**src/inc/sws_cfg.svh**
```systemverilog
`ifndef SWS_CFG_SVH
`define SWS_CFG_SVH

// Clock and documented times
`define SWS_CLK_PERIOD_NS 100
`define SWS_WDOG_TIMEOUT_MS 1600
`define SWS_RESET_HOLD_MS 200
`define SWS_WDOG_TIMEOUT_CYC ((`SWS_WDOG_TIMEOUT_MS * 1000000) / `SWS_CLK_PERIOD_NS)
`define SWS_RESET_HOLD_CYC ((`SWS_RESET_HOLD_MS * 1000000) / `SWS_CLK_PERIOD_NS)

// Register byte offsets
`define SWS_OFF_CTRL 8'h00
`define SWS_OFF_STATUS 8'h04
`define SWS_OFF_MASK 8'h08
`define SWS_OFF_STATE 8'h0C

// Control fields
`define SWS_CTRL_WDOG_EN 0
`define SWS_CTRL_RESET 32'h0000_0001

// Event bits, shared by status and mask
`define SWS_EVT_WDOG 0
`define SWS_EVT_SUPPLY 1
`define SWS_EVT_BACKUP 2
`define SWS_EVT_WARN 3
`define SWS_EVT_W 4
`define SWS_MASK_RESET 4'h0

// Live state fields
`define SWS_ST_RESET_N 0
`define SWS_ST_WARN_N 1
`define SWS_ST_SUPPLY_LOW 2
`define SWS_ST_BACKUP 3
`define SWS_ST_KICK_FLOAT 4
`define SWS_ST_WDOG_ACTIVE 5

// Bus answers
`define SWS_RESP_OKAY 2'h0
`define SWS_RESP_DECERR 2'h3

`endif

```
**src/inc/sws_pkg.sv**
```systemverilog
package sws_pkg;
  // Reset generator states
  typedef enum logic [1:0] {
    rst_held,
    rst_pulse,
    rst_run
  } sws_rst_e;

  typedef logic [31:0] sws_word_t;
endpackage

```
**src/logic/sws_sync2.sv**
```systemverilog
`timescale 1ns/1ps
module sws_sync2 #(
  parameter int unsigned W = 1
) (
  input wire logic aclk,
  input wire logic aresetn,
  input wire logic [W-1:0] d,
  output logic [W-1:0] q
);
  logic [W-1:0] meta_r;

  if (W < 1) begin : g_chk
    $error("sws_sync2 needs W of at least 1");
  end

  // Two stages; only the second stage is read by anyone
  always_ff @(posedge aclk) begin
    if (!aresetn) begin
      meta_r <= '0;
      q <= '0;
    end else begin
      meta_r <= d;
      q <= meta_r;
    end
  end
endmodule

```
**src/logic/sws_supervisor.sv**
```systemverilog
`timescale 1ns/1ps
`include "sws_cfg.svh"
// What this block does
// - A missed kick within the timeout window produces a reset pulse.
// - A floating kick input disables the watchdog.
// - Battery backup mode disables the watchdog; no timeout resets.
// - Main supply below threshold asserts reset low, held through backup.
// - Active-high reset output is driven high in battery backup.
// - Backup mode disables the comparator and holds the warning low.
// - Warning output low while sensed supply is below the reference.
// - No reset while main supply is good, the backup input is low and the watchdog does not time out.
// - Reset stays low 200 ms after the main supply returns.
// - Each kick transition restarts the timeout from zero.
// - Timeout gives a 200 ms reset; static kick repeats pulses each period.
module sws_supervisor #(
  parameter int unsigned WDOG_TIMEOUT_CYC = `SWS_WDOG_TIMEOUT_CYC,
  parameter int unsigned RESET_HOLD_CYC = `SWS_RESET_HOLD_CYC,
  parameter int unsigned ADDR_W = 8
) (
  input wire logic aclk,
  input wire logic aresetn,
  input wire logic main_supply_low,
  input wire logic backup_mode_in,
  input wire logic watchdog_kick_in_hi,
  input wire logic watchdog_kick_in_lo,
  input wire logic watchdog_kick_in_float,
  input wire logic supply_sense_in_low,
  output logic reset_out_n,
  output logic reset_out_hi,
  output logic supply_warn_n,
  output logic irq,
  input wire logic [ADDR_W-1:0] awaddr,
  input wire logic awvalid,
  output logic awready,
  input wire logic [31:0] wdata,
  input wire logic [3:0] wstrb,
  input wire logic wvalid,
  output logic wready,
  output logic [1:0] bresp,
  output logic bvalid,
  input wire logic bready,
  input wire logic [ADDR_W-1:0] araddr,
  input wire logic arvalid,
  output logic arready,
  output logic [31:0] rdata,
  output logic [1:0] rresp,
  output logic rvalid,
  input wire logic rready
);
  localparam int unsigned CNT_W = 32;
  // Full reset word of the control register; only the enable bit is stored
  localparam logic [31:0] CTRL_RST = `SWS_CTRL_RESET;

  if (WDOG_TIMEOUT_CYC < 2 || RESET_HOLD_CYC < 2 || ADDR_W < 4) begin : g_chk
    $error("sws_supervisor parameters out of range");
  end

  // Pin inputs, all from the analog side
  logic supply_low_s;
  logic backup_s;
  logic kick_hi_s;
  logic kick_lo_s;
  logic kick_float_s;
  logic sense_low_s;

  sws_sync2 #(.W(6)) u_sync (
    .aclk(aclk),
    .aresetn(aresetn),
    .d({main_supply_low, backup_mode_in, watchdog_kick_in_hi, watchdog_kick_in_lo,
        watchdog_kick_in_float, supply_sense_in_low}),
    .q({supply_low_s, backup_s, kick_hi_s, kick_lo_s, kick_float_s, sense_low_s})
  );

  // Register state
  logic ctrl_wdog_en_r;
  logic [`SWS_EVT_W-1:0] status_r;
  logic [`SWS_EVT_W-1:0] mask_r;
  logic irq_r;

  // Kick decoding
  logic kick_float_eff;
  logic kick_def;
  logic kick_level_r;
  logic kick_valid_r;
  logic kick_edge;

  // Watchdog and reset generator
  sws_pkg::sws_rst_e rst_r;
  sws_pkg::sws_rst_e rst_nxt;
  logic [CNT_W-1:0] wd_cnt_r;
  logic [CNT_W-1:0] hold_cnt_r;
  logic wdog_active;
  logic wd_timeout;
  logic hold_done;
  logic power_bad;
  logic reset_n_r;
  logic reset_hi_r;
  logic warn_n_r;
  logic warn_nxt;
  logic backup_d_r;
  logic [`SWS_EVT_W-1:0] evt_set;

  // Bus state
  logic aw_held_r;
  logic [ADDR_W-1:0] awaddr_r;
  logic w_held_r;
  logic [31:0] wdata_r;
  logic [3:0] wstrb_r;
  logic bvalid_r;
  logic [1:0] bresp_r;
  logic rvalid_r;
  logic [1:0] rresp_r;
  sws_pkg::sws_word_t rdata_r;
  logic wr_do;
  logic rd_do;
  logic [ADDR_W-1:0] wr_addr;
  logic [ADDR_W-1:0] rd_addr;
  logic [`SWS_EVT_W-1:0] status_clr;

  // Three-level kick decode
  // Both or neither of high/low counts as floating too, so a bad decode never arms
  assign kick_float_eff = kick_float_s || (kick_hi_s == kick_lo_s);
  assign kick_def = !kick_float_eff;

  // Last definite kick level; forgotten while floating
  always_ff @(posedge aclk) begin
    if (!aresetn) begin
      kick_level_r <= 1'b0;
      kick_valid_r <= 1'b0;
    end else if (kick_def) begin
      kick_level_r <= kick_hi_s;
      kick_valid_r <= 1'b1;
    end else begin
      kick_valid_r <= 1'b0;
    end
  end

  // Either direction counts as a kick
  assign kick_edge = kick_def && kick_valid_r && (kick_hi_s != kick_level_r);

  // Backup mode from its own pin
  assign power_bad = supply_low_s || backup_s;

  // Floating kick, software disable, backup or reset stop the timer
  assign wdog_active = ctrl_wdog_en_r && kick_def && !backup_s && (rst_r == sws_pkg::rst_run);
  // Timeout when the count reaches the period without a kick
  assign wd_timeout = wdog_active && !kick_edge && (wd_cnt_r == CNT_W'(WDOG_TIMEOUT_CYC - 1));

  // Watchdog counter, cleared whenever the timer is not live
  always_ff @(posedge aclk) begin
    if (!aresetn) begin
      wd_cnt_r <= '0;
    end else if (!wdog_active || kick_edge || wd_timeout) begin
      wd_cnt_r <= '0;
    end else begin
      wd_cnt_r <= wd_cnt_r + 1'b1;
    end
  end

  assign hold_done = (hold_cnt_r == CNT_W'(RESET_HOLD_CYC - 1));

  // Reset generator next state
  always_comb begin
    rst_nxt = rst_r;
    unique case (rst_r)
      // Held low while supply is bad or in backup
      sws_pkg::rst_held: begin
        if (!power_bad) begin
          rst_nxt = sws_pkg::rst_pulse;
        end
      end
      sws_pkg::rst_pulse: begin
        if (power_bad) begin
          rst_nxt = sws_pkg::rst_held;
        end else if (hold_done) begin
          rst_nxt = sws_pkg::rst_run;
        end
      end
      // Only main supply, backup mode or watchdog can leave run
      sws_pkg::rst_run: begin
        if (power_bad) begin
          rst_nxt = sws_pkg::rst_held;
        end else if (wd_timeout) begin
          rst_nxt = sws_pkg::rst_pulse;
        end
      end
    endcase
  end

  // Reset generator state and hold counter
  // Watchdog pulse reuses the same timed hold
  always_ff @(posedge aclk) begin
    if (!aresetn) begin
      rst_r <= sws_pkg::rst_held;
      hold_cnt_r <= '0;
    end else begin
      rst_r <= rst_nxt;
      if (rst_r == sws_pkg::rst_pulse && rst_nxt == sws_pkg::rst_pulse) begin
        hold_cnt_r <= hold_cnt_r + 1'b1;
      end else begin
        hold_cnt_r <= '0;
      end
    end
  end

  // Comparator ignored and warning forced low in backup
  // Warning follows the sensed supply otherwise
  assign warn_nxt = !(backup_s || sense_low_s);

  // Reset and warning outputs, registered from next state to avoid glitches
  always_ff @(posedge aclk) begin
    if (!aresetn) begin
      reset_n_r <= 1'b0;
      reset_hi_r <= 1'b1;
      warn_n_r <= 1'b0;
      backup_d_r <= 1'b0;
    end else begin
      // Low for the whole of held and pulse
      reset_n_r <= (rst_nxt == sws_pkg::rst_run);
      reset_hi_r <= (rst_nxt != sws_pkg::rst_run);
      warn_n_r <= warn_nxt;
      backup_d_r <= backup_s;
    end
  end

  assign reset_out_n = reset_n_r;
  assign reset_out_hi = reset_hi_r;
  assign supply_warn_n = warn_n_r;

  // Event sources for the sticky status
  always_comb begin
    evt_set = '0;
    evt_set[`SWS_EVT_WDOG] = wd_timeout;
    evt_set[`SWS_EVT_SUPPLY] = (rst_r != sws_pkg::rst_held) && (rst_nxt == sws_pkg::rst_held);
    evt_set[`SWS_EVT_BACKUP] = backup_s && !backup_d_r;
    evt_set[`SWS_EVT_WARN] = warn_n_r && !warn_nxt;
  end

  // Write channel capture; address and data taken in either order
  assign awready = !aw_held_r && !bvalid_r;
  assign wready = !w_held_r && !bvalid_r;
  assign wr_do = aw_held_r && w_held_r && !bvalid_r;
  assign wr_addr = {awaddr_r[ADDR_W-1:2], 2'b00};

  always_ff @(posedge aclk) begin
    if (!aresetn) begin
      aw_held_r <= 1'b0;
      awaddr_r <= '0;
    end else if (awvalid && awready) begin
      aw_held_r <= 1'b1;
      awaddr_r <= awaddr;
    end else if (wr_do) begin
      aw_held_r <= 1'b0;
    end
  end

  always_ff @(posedge aclk) begin
    if (!aresetn) begin
      w_held_r <= 1'b0;
      wdata_r <= '0;
      wstrb_r <= '0;
    end else if (wvalid && wready) begin
      w_held_r <= 1'b1;
      wdata_r <= wdata;
      wstrb_r <= wstrb;
    end else if (wr_do) begin
      w_held_r <= 1'b0;
    end
  end

  // Write response; status and state are read only, unmapped gets DECERR
  always_ff @(posedge aclk) begin
    if (!aresetn) begin
      bvalid_r <= 1'b0;
      bresp_r <= `SWS_RESP_OKAY;
    end else if (wr_do) begin
      bvalid_r <= 1'b1;
      if (wr_addr == ADDR_W'(`SWS_OFF_CTRL) || wr_addr == ADDR_W'(`SWS_OFF_STATUS) ||
          wr_addr == ADDR_W'(`SWS_OFF_MASK) || wr_addr == ADDR_W'(`SWS_OFF_STATE)) begin
        bresp_r <= `SWS_RESP_OKAY;
      end else begin
        bresp_r <= `SWS_RESP_DECERR;
      end
    end else if (bready) begin
      bvalid_r <= 1'b0;
    end
  end

  assign bvalid = bvalid_r;
  assign bresp = bresp_r;

  // Software-writable control and mask
  always_ff @(posedge aclk) begin
    if (!aresetn) begin
      ctrl_wdog_en_r <= CTRL_RST[`SWS_CTRL_WDOG_EN];
      mask_r <= `SWS_MASK_RESET;
    end else if (wr_do && wstrb_r[0]) begin
      if (wr_addr == ADDR_W'(`SWS_OFF_CTRL)) begin
        ctrl_wdog_en_r <= wdata_r[`SWS_CTRL_WDOG_EN];
      end
      if (wr_addr == ADDR_W'(`SWS_OFF_MASK)) begin
        mask_r <= wdata_r[`SWS_EVT_W-1:0];
      end
    end
  end

  // Read channel; one read in flight, answered one cycle after the address
  assign arready = !rvalid_r;
  assign rd_do = arvalid && arready;
  assign rd_addr = {araddr[ADDR_W-1:2], 2'b00};

  always_ff @(posedge aclk) begin
    if (!aresetn) begin
      rvalid_r <= 1'b0;
      rdata_r <= '0;
      rresp_r <= `SWS_RESP_OKAY;
    end else if (rd_do) begin
      rvalid_r <= 1'b1;
      rresp_r <= `SWS_RESP_OKAY;
      rdata_r <= '0;
      unique case (rd_addr)
        ADDR_W'(`SWS_OFF_CTRL): rdata_r[`SWS_CTRL_WDOG_EN] <= ctrl_wdog_en_r;
        ADDR_W'(`SWS_OFF_STATUS): rdata_r[`SWS_EVT_W-1:0] <= status_r;
        ADDR_W'(`SWS_OFF_MASK): rdata_r[`SWS_EVT_W-1:0] <= mask_r;
        ADDR_W'(`SWS_OFF_STATE): begin
          rdata_r[`SWS_ST_RESET_N] <= reset_n_r;
          rdata_r[`SWS_ST_WARN_N] <= warn_n_r;
          rdata_r[`SWS_ST_SUPPLY_LOW] <= supply_low_s;
          rdata_r[`SWS_ST_BACKUP] <= backup_s;
          rdata_r[`SWS_ST_KICK_FLOAT] <= kick_float_eff;
          rdata_r[`SWS_ST_WDOG_ACTIVE] <= wdog_active;
        end
        default: rresp_r <= `SWS_RESP_DECERR;
      endcase
    end else if (rready) begin
      rvalid_r <= 1'b0;
    end
  end

  assign rvalid = rvalid_r;
  assign rdata = rdata_r;
  assign rresp = rresp_r;

  // A status read clears what it returned; a new event in that cycle survives
  assign status_clr = (rd_do && rd_addr == ADDR_W'(`SWS_OFF_STATUS)) ? status_r : '0;

  always_ff @(posedge aclk) begin
    if (!aresetn) begin
      status_r <= '0;
      irq_r <= 1'b0;
    end else begin
      status_r <= (status_r & ~status_clr) | evt_set;
      irq_r <= |(((status_r & ~status_clr) | evt_set) & mask_r);
    end
  end

  assign irq = irq_r;

  // Helper: length of the current low phase of reset
  logic [CNT_W-1:0] low_run_r;
  always_ff @(posedge aclk) begin
    if (!aresetn) begin
      low_run_r <= '0;
    end else if (reset_n_r) begin
      low_run_r <= '0;
    end else if (low_run_r != '1) begin
      low_run_r <= low_run_r + 1'b1;
    end
  end
endmodule

```
**config.mk**
```make
export PLATFORM = sky130hd
export DESIGN_NAME = sws_supervisor
export DESIGN_NICKNAME = d
export VERILOG_FILES = /design/src/inc/sws_pkg.sv /design/src/logic/sws_sync2.sv /design/src/logic/sws_supervisor.sv
export VERILOG_INCLUDE_DIRS = /design/src /design/src/inc
export SDC_FILE = /design/constraint.sdc
export NUM_CORES = 1
export LEC_CHECK = 0
export ABC_CLOCK_PERIOD_IN_PS = 3450
export BUFFER_PORTS_ARGS = -buffer_cell sky130_fd_sc_hd__buf_2
export CORE_AREA = 2 2 123 149
export CTS_CLUSTER_DIAMETER = 60
export CTS_CLUSTER_SIZE = 12
export DETAILED_ROUTE_END_ITERATION = 16
export DIE_AREA = 0 0 125 151
export GPL_TIMING_DRIVEN = 0
export SLEW_MARGIN = 20
export SYNTH_ARGS = -nofsm -noshare
export SYNTH_HDL_FRONTEND = slang
export SYNTH_HIERARCHICAL = 1
export SYNTH_SLANG_ARGS = --single-unit
```
**constraint.sdc**
```tcl
create_clock -name aclk -period 3.45 [get_ports aclk]
set_input_delay 0.8625 -clock aclk [delete_from_list [all_inputs] [get_ports aclk]]
set_output_delay 0.8625 -clock aclk [all_outputs]
set_load 0.01 [all_outputs]
```
; Yosys cells after proc, flatten, opt, wreduce, memory -nomap -nowiden
; Cells that the tools add are included.
[op_classes]
mux = 20
n_addsub = 2
bitwise = 5
n_eq_ne = 15
reduce_logical = 53
[ops]
columns = cell, count
row1 = "32-bit by 1-bit adder with 32-bit output, second input constant", 2
row2 = "32-bit by 21-bit equality test with 1-bit output, second input constant", 1
row3 = "32-bit by 24-bit equality test with 1-bit output, second input constant", 1
row4 = "6-bit by 2-bit equality test with 1-bit output, second input constant", 4
row5 = 1-bit logical AND, 20
row6 = 8-bit zero test, 2
row7 = 2-bit two-way mux, 8
row8 = "6-bit by 1-bit equality test with 1-bit output, second input constant", 2
row9 = 1-bit zero test, 10
row10 = 2-bit nonzero test, 5
row11 = 3-bit case mux with 3 select lines, 1
row12 = 4-bit AND, 2
row13 = 1-bit logical OR, 8
row14 = 1-bit two-way mux, 8
row15 = 4-bit OR reduction, 2
row16 = 2-bit case mux with 3 select lines, 1
row17 = 2-bit AND reduction, 3
row18 = "2-bit by 1-bit equality test with 1-bit output, second input constant", 2
row19 = "2-bit equality test, second input constant", 2
row20 = 2-bit zero test, 2
row21 = 4-bit two-way mux, 1
row22 = 4-bit inverter, 1
row23 = 4-bit bitwise OR, 1
row24 = 1-bit case mux with 4 select lines, 1
row25 = 5 further kinds, 5
[totals]
reg_bits = 121
input_bits = 65
wordCells = 120
output_inout_bits = 45

; Longest topological paths before layout
; Gate-level depths: netlist (run 1).
[depth]
word_depth = 16
depth_mapped = 9
depth_no_buf = 8

; By module
; Netlist (run 1), hierarchy kept.
[modules_own_cells]
columns = mod, cells_per_inst, instances, area_each_um2, seq_area_each_um2
row1 = sws_supervisor, 544, 1, 4824.6, 2102.0
row2 = sws_sync2, 25, 1, 336.6, 240.2

; Worst setup path before layout (run 1)
; OpenSTA, ideal clock, no wires.
[synth_path]
kind = reg2reg
startpoint = register wd_cnt_r[0]
endpoint = register irq_r, in the netlist irq
path_slack_ps = 1027
setup_ps = 59
path_stages_with_launch = 9
t_arrival_ps = 2364
required_ps = 3391
path_buffers = 1
synth_period_minus_slack_ps = 2423
cell_sequence = dfxtp_1 -> ha_1 -> inv_1 -> or3_1 -> clkbuf_2 -> or4_4 -> a211oi_2 -> nor4b_2 -> a221o_1
[synth_via]
elab_chain_cells = 10
[synth_lines]
columns = element, line
row1 = "start, declared", sws_supervisor.sv:90  ; logic [CNT_W-1:0] wd_cnt_r;
row2 = "start signal, assigned", sws_supervisor.sv:156  ; wd_cnt_r <= wd_cnt_r + 1'b1;
row3 = 32-bit by 24-bit equality test with 1-bit output (*), sws_supervisor.sv:147  ; assign wd_timeout = wdog_active && !kick_edge && (wd_cnt_r == CNT_W'(WDOG_TIMEOUT_CYC - 1));
row4 = 1-bit logical AND (*), sws_supervisor.sv:147
row5 = 2-bit two-way mux, sws_supervisor.sv:183  ; end else if (wd_timeout) begin
row6 = 2-bit two-way mux, sws_supervisor.sv:181  ; if (power_bad) begin
row7 = 2-bit case mux with 3 select lines, sws_supervisor.sv:165  ; unique case (rst_r)
row8 = 2-bit zero test, sws_supervisor.sv:234  ; evt_set[`SWS_EVT_SUPPLY] = (rst_r != sws_pkg::rst_held) && (rst_nxt == sws_pkg::rst_held);
row9 = 1-bit logical AND, sws_supervisor.sv:234
row10 = 4-bit bitwise OR (*), sws_supervisor.sv:353  ; irq_r <= |(((status_r & ~status_clr) | evt_set) & mask_r);
row11 = 4-bit AND (*), sws_supervisor.sv:353
row12 = 4-bit OR reduction (*), sws_supervisor.sv:353
row13 = "end signal, assigned", sws_supervisor.sv:353
row14 = "end, declared", sws_supervisor.sv:78  ; logic irq_r;
; Mark *: on every way between the ends. The rest lies on a longest branch, timed or not.
; A chain may end at the register's enable or synchronous reset.

; Final worst setup path (run 1)
[layout_path]
startpoint = register wd_cnt_r[0]
endpoint = register hold_cnt_r[29]
[layout_via]
elab_chain_cells = 8
[layout_lines]
columns = element, line
row1 = 32-bit by 24-bit equality test with 1-bit output, sws_supervisor.sv:147
row2 = 1-bit logical AND, sws_supervisor.sv:147
row3 = 2-bit two-way mux, sws_supervisor.sv:183
row4 = 2-bit two-way mux, sws_supervisor.sv:181
row5 = 2-bit case mux with 3 select lines, sws_supervisor.sv:165
row6 = 2-bit by 1-bit equality test with 1-bit output, sws_supervisor.sv:198  ; if (rst_r == sws_pkg::rst_pulse && rst_nxt == sws_pkg::rst_pulse) begin
row7 = 1-bit logical AND, sws_supervisor.sv:198
row8 = 2-bit AND reduction (no line), --
row9 = "end signal, assigned", sws_supervisor.sv:199  ; hold_cnt_r <= hold_cnt_r + 1'b1;
row10 = "end, declared", sws_supervisor.sv:91  ; logic [CNT_W-1:0] hold_cnt_r;
; Every way passes these cells.

==> qor.txt, run 1 <==
status: finished clean
routability cong.: 0.7877
worst path required time: 3.79 ns
CTS resizes: 0
Routed Antenna Nets: 0
Clock Tree Root: clkbuf_16
Pint: 0.002746 W
Synth top cells by count: dfxtp_1 (117), nor2_1 (113), xor2_1 (37)
Area Overhead vs Synth: 23.98%
number of global-route vias before repair: 3,725
top-count cell post-synth: dfxtp_1
maximum clock frequency: 373.8 MHz
CTS tree: yes
worst rel slew slack: 37.88%
arrival time worst endpoint: 3.01 ns
Total Die Area: 18,880 sq um
setup bufs post-CTS: 0
register area share after synthesis: 45.38%
Avg Inst Size Synth: 9.071 sq um
setup violation total in the final timing report: 0
Rows: 53
max cap viols: 0
hold buffer count at cts: 0
# placed instances: 862
Synth Instances: 569
CP startpoint kind: flop
number of I/O port buffers: 48
ANT cells: 0
unrepaired setup endpoints after global routing: no
Inserted Clock Buffers: 17
register area: 2342 sq um
CTS clk-pin slew, worst paths: 0.05 ns
CTS Buffer Depth: 2
antenna violations before repair: 0
total power: 0.003461 W
largest net degree at the start of global routing: 17
fraction of registers with async set/reset: 0%
initial detailed-routing violation count: 172
post-layout min period: 2.676 ns
WP buf/inv: 3
ratio of cells with drive above 1 in the final layout: 19.58%
R2R Setup Slk: 0.77 ns
Layout Nets: 731
Yosys top cell area share: 45.38%
unique cell type count in the Yosys netlist: 55
final WL: 10,160 um
CP peak stage delay: 0.54 ns
Slew Limit Fails: 0
sw frac: 20.67%
critical path's slowest cell: or4_4
Setup crit end kind: flop
Total GRT Usage: 11.27%
Ports: 110
Worst Tran Pin Value: 0.9233 ns
Synth area leaders: dfxtp_1 (45%), nor2_1 (8.2%), xor2_1 (6.3%)
Die H: 151 um
vias per cell: 4.406
main flop type after synthesis: dfxtp_1
Clk Latency, worst-skew pair: 0.41 ns
Post-Layout Cell Count: 894
number of remaining DRC errors: 0
CP Class: reg2reg
Initial Util: 29.71%
synthesized area: 5161 sq um
Final Cycle Share: 77.55%
part of the power in combinational logic: 5.9%
CP top delay family: simple AND/OR/NAND/NOR gates
leak pwr: 2.500 nW
switching power: 0.0007152 W
H-tree depth: 4
clk sinks: 117
critical-path cell list: ha_1 -> inv_1 -> or3_1 -> clkbuf_2 -> or4_4 -> a32oi_2 -> nand4_4 -> buf_6 -> nor2_1
setup tns final: 0 ns
Core ar.: 17,370 sq um
count of final hold-check violations: 0
clock group share of total power: 53.5%
Die X: 125 um
Worst VDD drop: 0.0004242 V
number of fillers in the final layout: 1,773
multi-input logic area: 2562 sq um
crit path max fanout: 10
first-pass GRT wire length: 17,440 um
Setup Skew: 0.009026 ns
Final HPWL DP: 7489 um
Worst Hold Class: reg2reg
PD cells: 540.9 nW/um^2
Yosys warnings: 6
number of iterations in the first detailed-routing pass: 4
wire per inst: 11.36 um
Post-synth EDFFs: 0
post-synthesis register bit count: 117
area leader, netlist: dfxtp_1
sequential power share: 40.6%
total grt overflow: 0
Via Count: 3,939
registers in the layout, summed over array words and instances (netlist names), 2 cells and up:
| signal | count |
|---|---|
| u_sync/q | 6 |
| rdata | 6 |
| wd_cnt_r | 32 |
| u_sync/meta_r | 6 |
| status_r | 4 |
| awaddr_r | 6 |
| hold_cnt_r | 32 |
| rst_r | 2 |
| mask_r | 4 |
| wdata_r | 4 |
worst paths after layout:
path | start | endpoint | cells past startpoint
setup / recovery | wd_cnt_r[0] | hold_cnt_r[29] | 9
hold / removal | u_sync/q[0] | supply_warn_n | 1
hold reg to reg | u_sync/q[0] | supply_warn_n | 1
setup reg to reg | wd_cnt_r[0] | hold_cnt_r[29] | 9
cells in the final DEF, fill, tap and decap left out, drive strengths merged, types with 3 or more instances in the layout:
cell type	netlist	routed
nand4	17	17
o21ai	6	6
nor2b	4	4
clkinv	1	4
and4	6	6
nor2	113	113
nor4	11	11
ha	5	5
or3	7	7
mux2i	16	16
inv	12	12
bufinv	0	4
a21oi	11	11
xor2	37	37
xnor2	24	24
a22oi	6	6
nand2	27	27
clkbuf	12	36
nor4b	6	6
conb	1	26
and2	18	18
nand3	24	24
and3	16	16
buf	32	80
nor3	12	12
dfxtp	117	117
nand2b	3	3
mux2	3	3
area by class of cell:
class / instances / area share [%]
Buffer: 44 / 4.713
Clock buffer: 24 / 7.528
Timing Repair Buffer: 48 / 3.754
Multi-Input combinational cell: 420 / 40.05
Tap cell: 220 / 4.302
Clock inverter: 8 / 2.288
Sequential cell: 117 / 36.61
Inverter: 13 / 0.7626
layer usage:
metal	up-vias	share of wire [%]	GRT usage (%)
met5	-	0	0
met3	15	4.4	2.932
met4	0	1.7	5.167
met1	1754	45	13.11
met2	88	49	19.54
li1	2082	-	-
cells by family after synthesis:
| kind of cell | Yosys count | share of synthesized area [%] |
|---|---|---|
| simple gates | 274 | 27.42 |
| flops | 117 | 45.38 |
| xor+xnor | 61 | 10.35 |
| buf+inv | 57 | 6.788 |
| compound gates | 34 | 4.582 |
| mux | 20 | 4.194 |
| fa+ha+maj | 5 | 1.212 |
| other cells | 1 | 0.07266 |
worst register-to-register path, cell delays in order (launching register included):
cell,delay (ns)
dfxtp_1,0.36
ha_1,0.23
inv_1,0.06
or3_1,0.36
clkbuf_2,0.17
or4_4,0.55
a32oi_2,0.38
nand4_4,0.20
buf_6,0.19
nor2_1,0.11
power by group through the flow:
stage / Sequential (W) / Combinational (W) / Clock, W
2_1_floorplan: 0.00143 / 0.000150 / 0
3_3_place_gp: 0.00143 / 0.000206 / 0
3_5_place_dp: 0.00143 / 0.000206 / 0
4_1_cts: 0.00140 / 0.000207 / 0.00189
5_1_grt: 0.00141 / 0.000230 / 0.00196
6_report: 0.00140 / 0.000205 / 0.00185
through the flow:
step	area (sq um)	hold slack (ns)	utilization [%]	setup slack, ns
6_report	6399	0.4153	36.83	0.7745
5_1_grt	6399	0.4405	36.83	0.5691
4_1_cts	6399	0.4219	36.83	0.7451
3_5_place_dp	5771	0.4177	33.21	0.7698
3_3_place_gp	5771	0.4009	33.21	0.7702
2_1_floorplan	5255	0.3920	-	1.027
Note: power is estimated with default switching activity, not from simulation.
==> run 2: changes to the inputs <==
ABC_CLOCK_PERIOD_IN_PS = 2680   (was 3450)
clock period = 2.68 ns   (was 3.45 ns; I/O delays follow)
==> qor.txt, run 2 (synthesized netlist as in run 1, its figures left out) <==
status: finished clean
critical-path cell list: inv_2 -> buf_4 -> ha_1 -> or4bb_1 -> nor3_1 -> a211oi_4 -> buf_4 -> or3_2
Inserted Clock Buffers: 17 (unchanged)
most frequent cells in the layout: dfxtp_1 (115), nor2_1 (113), buf_2 (48)
CP peak stage delay: 0.46 ns (-0.08 ns)
Area Overhead vs Synth: 26.88%
sequential power share: 40.1% (-0.5 points)
Finished Core Util: 37.69% (+0.86 points)
Final Cycle Share: 96.01% (+18 points)
routability cong.: 0.7877 (unchanged)
CP startpoint: rst_r[0]
Via Count: 4,006 (+1.7%)
vias per cell: 4.451 (+1.0%)
total grt overflow: 0 (unchanged)
arrival time worst endpoint: 2.86 ns (-0.15 ns)
setup tns final: 0 ns (unchanged)
clock group share of total power: 53.1% (-0.4 points)
H-tree depth: 4 (unchanged)
hold buffer count at cts: 0 (unchanged)
sw frac: 21.04% (+0.38 points)
number of global-route vias before repair: 3,733 (+0.21%)
Setup crit end kind: flop
Die H: 151 um (unchanged)
Initial Util: 29.71% (unchanged)
number of I/O port buffers: 48 (unchanged)
number of remaining DRC errors: 0 (unchanged)
final WL: 10,600 um (+4.4%)
Die X: 125 um (unchanged)
Worst VDD drop: 0.0005615 V (+32%)
CP startpoint kind: flop
Clk Latency, worst-skew pair: 0.42 ns (about the same)
crit path max fanout: 6 (-4)
Rows: 53 (unchanged)
CP top delay family: simple AND/OR/NAND/NOR gates
switching power: 0.0009496 W (+33%)
number of fillers in the final layout: 1,757 (-0.90%)
clk sinks: 117 (unchanged)
worst path required time: 2.96 ns (-0.83 ns)
leak pwr: 2.557 nW (+2.3%)
CTS clk-pin slew, worst paths: 0.05 ns (about the same)
ratio of cells with drive above 1 in the final layout: 21.18% (+1.6 points)
total power: 0.004512 W (+30%)
ANT cells: 0 (unchanged)
Hold WS: 0.4143 ns (-0.0009790 ns)
Final HPWL DP: 7489 um (unchanged)
Slew Limit Fails: 0 (unchanged)
WP buf/inv: 3 (unchanged)
r2r startpoint: rst_r[0]
Total GRT Usage: 11.31% (+0.038 points)
CTS tree: yes
CTS Buffer Depth: 2 (unchanged)
most used cell, CP: buf_4
part of the power in combinational logic: 6.8% (+0.9 points)
Setup Skew: 0.01159 ns (+0.002568 ns)
critical path's slowest cell: or4bb_1
Layout Nets: 737 (+0.82%)
PD cells: 689.0 nW/um^2 (+27%)
initial detailed-routing violation count: 162 (-5.8%)
Clock Tree Root: clkbuf_16
worst rel slew slack: 38.87% (+0.99 points)
commonest non-fill, non-tap cell in the layout: dfxtp_1
Routed Antenna Nets: 0 (unchanged)
maximum clock frequency: 388.7 MHz (+4.0%)
setup violation total in the final timing report: 0 (unchanged)
Total Die Area: 18,880 sq um (unchanged)
post-layout min period: 2.573 ns (-0.1026 ns)
wire per inst: 11.78 um (+3.7%)
Ports: 110 (unchanged)
number of iterations in the first detailed-routing pass: 5 (+1)
antenna violations before repair: 0 (unchanged)
Pint: 0.003563 W (+30%)
Worst Hold Class: reg2reg
first-pass GRT wire length: 17,510 um (+0.40%)
largest net degree at the start of global routing: 17 (unchanged)
Worst Tran Pin Value: 0.9086 ns (-0.01467 ns)
CP Class: reg2reg
Core ar.: 17,370 sq um (unchanged)
count of final hold-check violations: 0 (unchanged)
Regs by FF count: hold_cnt_r: 32 flops, wd_cnt_r: 32 flops
worst hold path startpoint: u_sync/q[0]
max cap viols: 0 (unchanged)
run 2: cell type report:
cell class / instances / area [sq um] / area share (%)
repair buffers: 55 / 327.8 / 5.006
multi-input cells: 420 / 2620 / 40.01
well taps: 220 / 275.3 / 4.203
inverters: 13 / 48.80 / 0.7451
clock buffers: 24 / 481.7 / 7.356
clock inverters: 8 / 146.4 / 2.235
plain buffers: 43 / 304.0 / 4.643
flip-flops and latches: 117 / 2345 / 35.80
run 2: final timing paths:
kind / cells after the start / to / slack (ns)
min reg2reg: 1 / supply_warn_n / 0.41
max reg2reg: 8 / reset_out_hi / 0.11
min: 1 / supply_warn_n / 0.41
max: 8 / reset_out_hi / 0.11
run 2: timing repair:
item | in CTS | in global routing
pin swaps | 2 | 4
gates cloned | 0 | 3
resized for setup | 3 | 11
setup buffers | 1 | 3
setup endpoints to repair | 10 | 32
run 2: per-layer routing:
| layer | wire [um] | track usage, % | vias to the layer above |
|---|---|---|---|
| li1 | - | - | 2093 |
| met1 | 4741 | 13.15 | 1806 |
| met2 | 5224 | 19.73 | 94 |
| met3 | 447 | 2.932 | 13 |
| met4 | 188 | 4.944 | 0 |
| met5 | 0 | 0 | - |
run 2: metrics by stage:
step / instances / cell area, sq um / worst slack [ns]
after floorplan: 594 / 5255 / 0.2565
after global placement: 862 / 5771 / 0.0002254
after detailed placement: 862 / 5771 / -0.0001610
after CTS: 895 / 6425 / 0.01565
after global routing: 900 / 6549 / -0.005776
final: 900 / 6549 / 0.1070
run 2: power groups by stage:
stage | Sequential [W] | Clock (W) | Combinational [W]
floorplan | 0.00184 | 0 | 0.000193
global placement | 0.00184 | 0 | 0.000266
detailed placement | 0.00184 | 0 | 0.000265
CTS | 0.00181 | 0.00243 | 0.000275
global route | 0.00181 | 0.00252 | 0.000340
finish | 0.00181 | 0.00240 | 0.000307
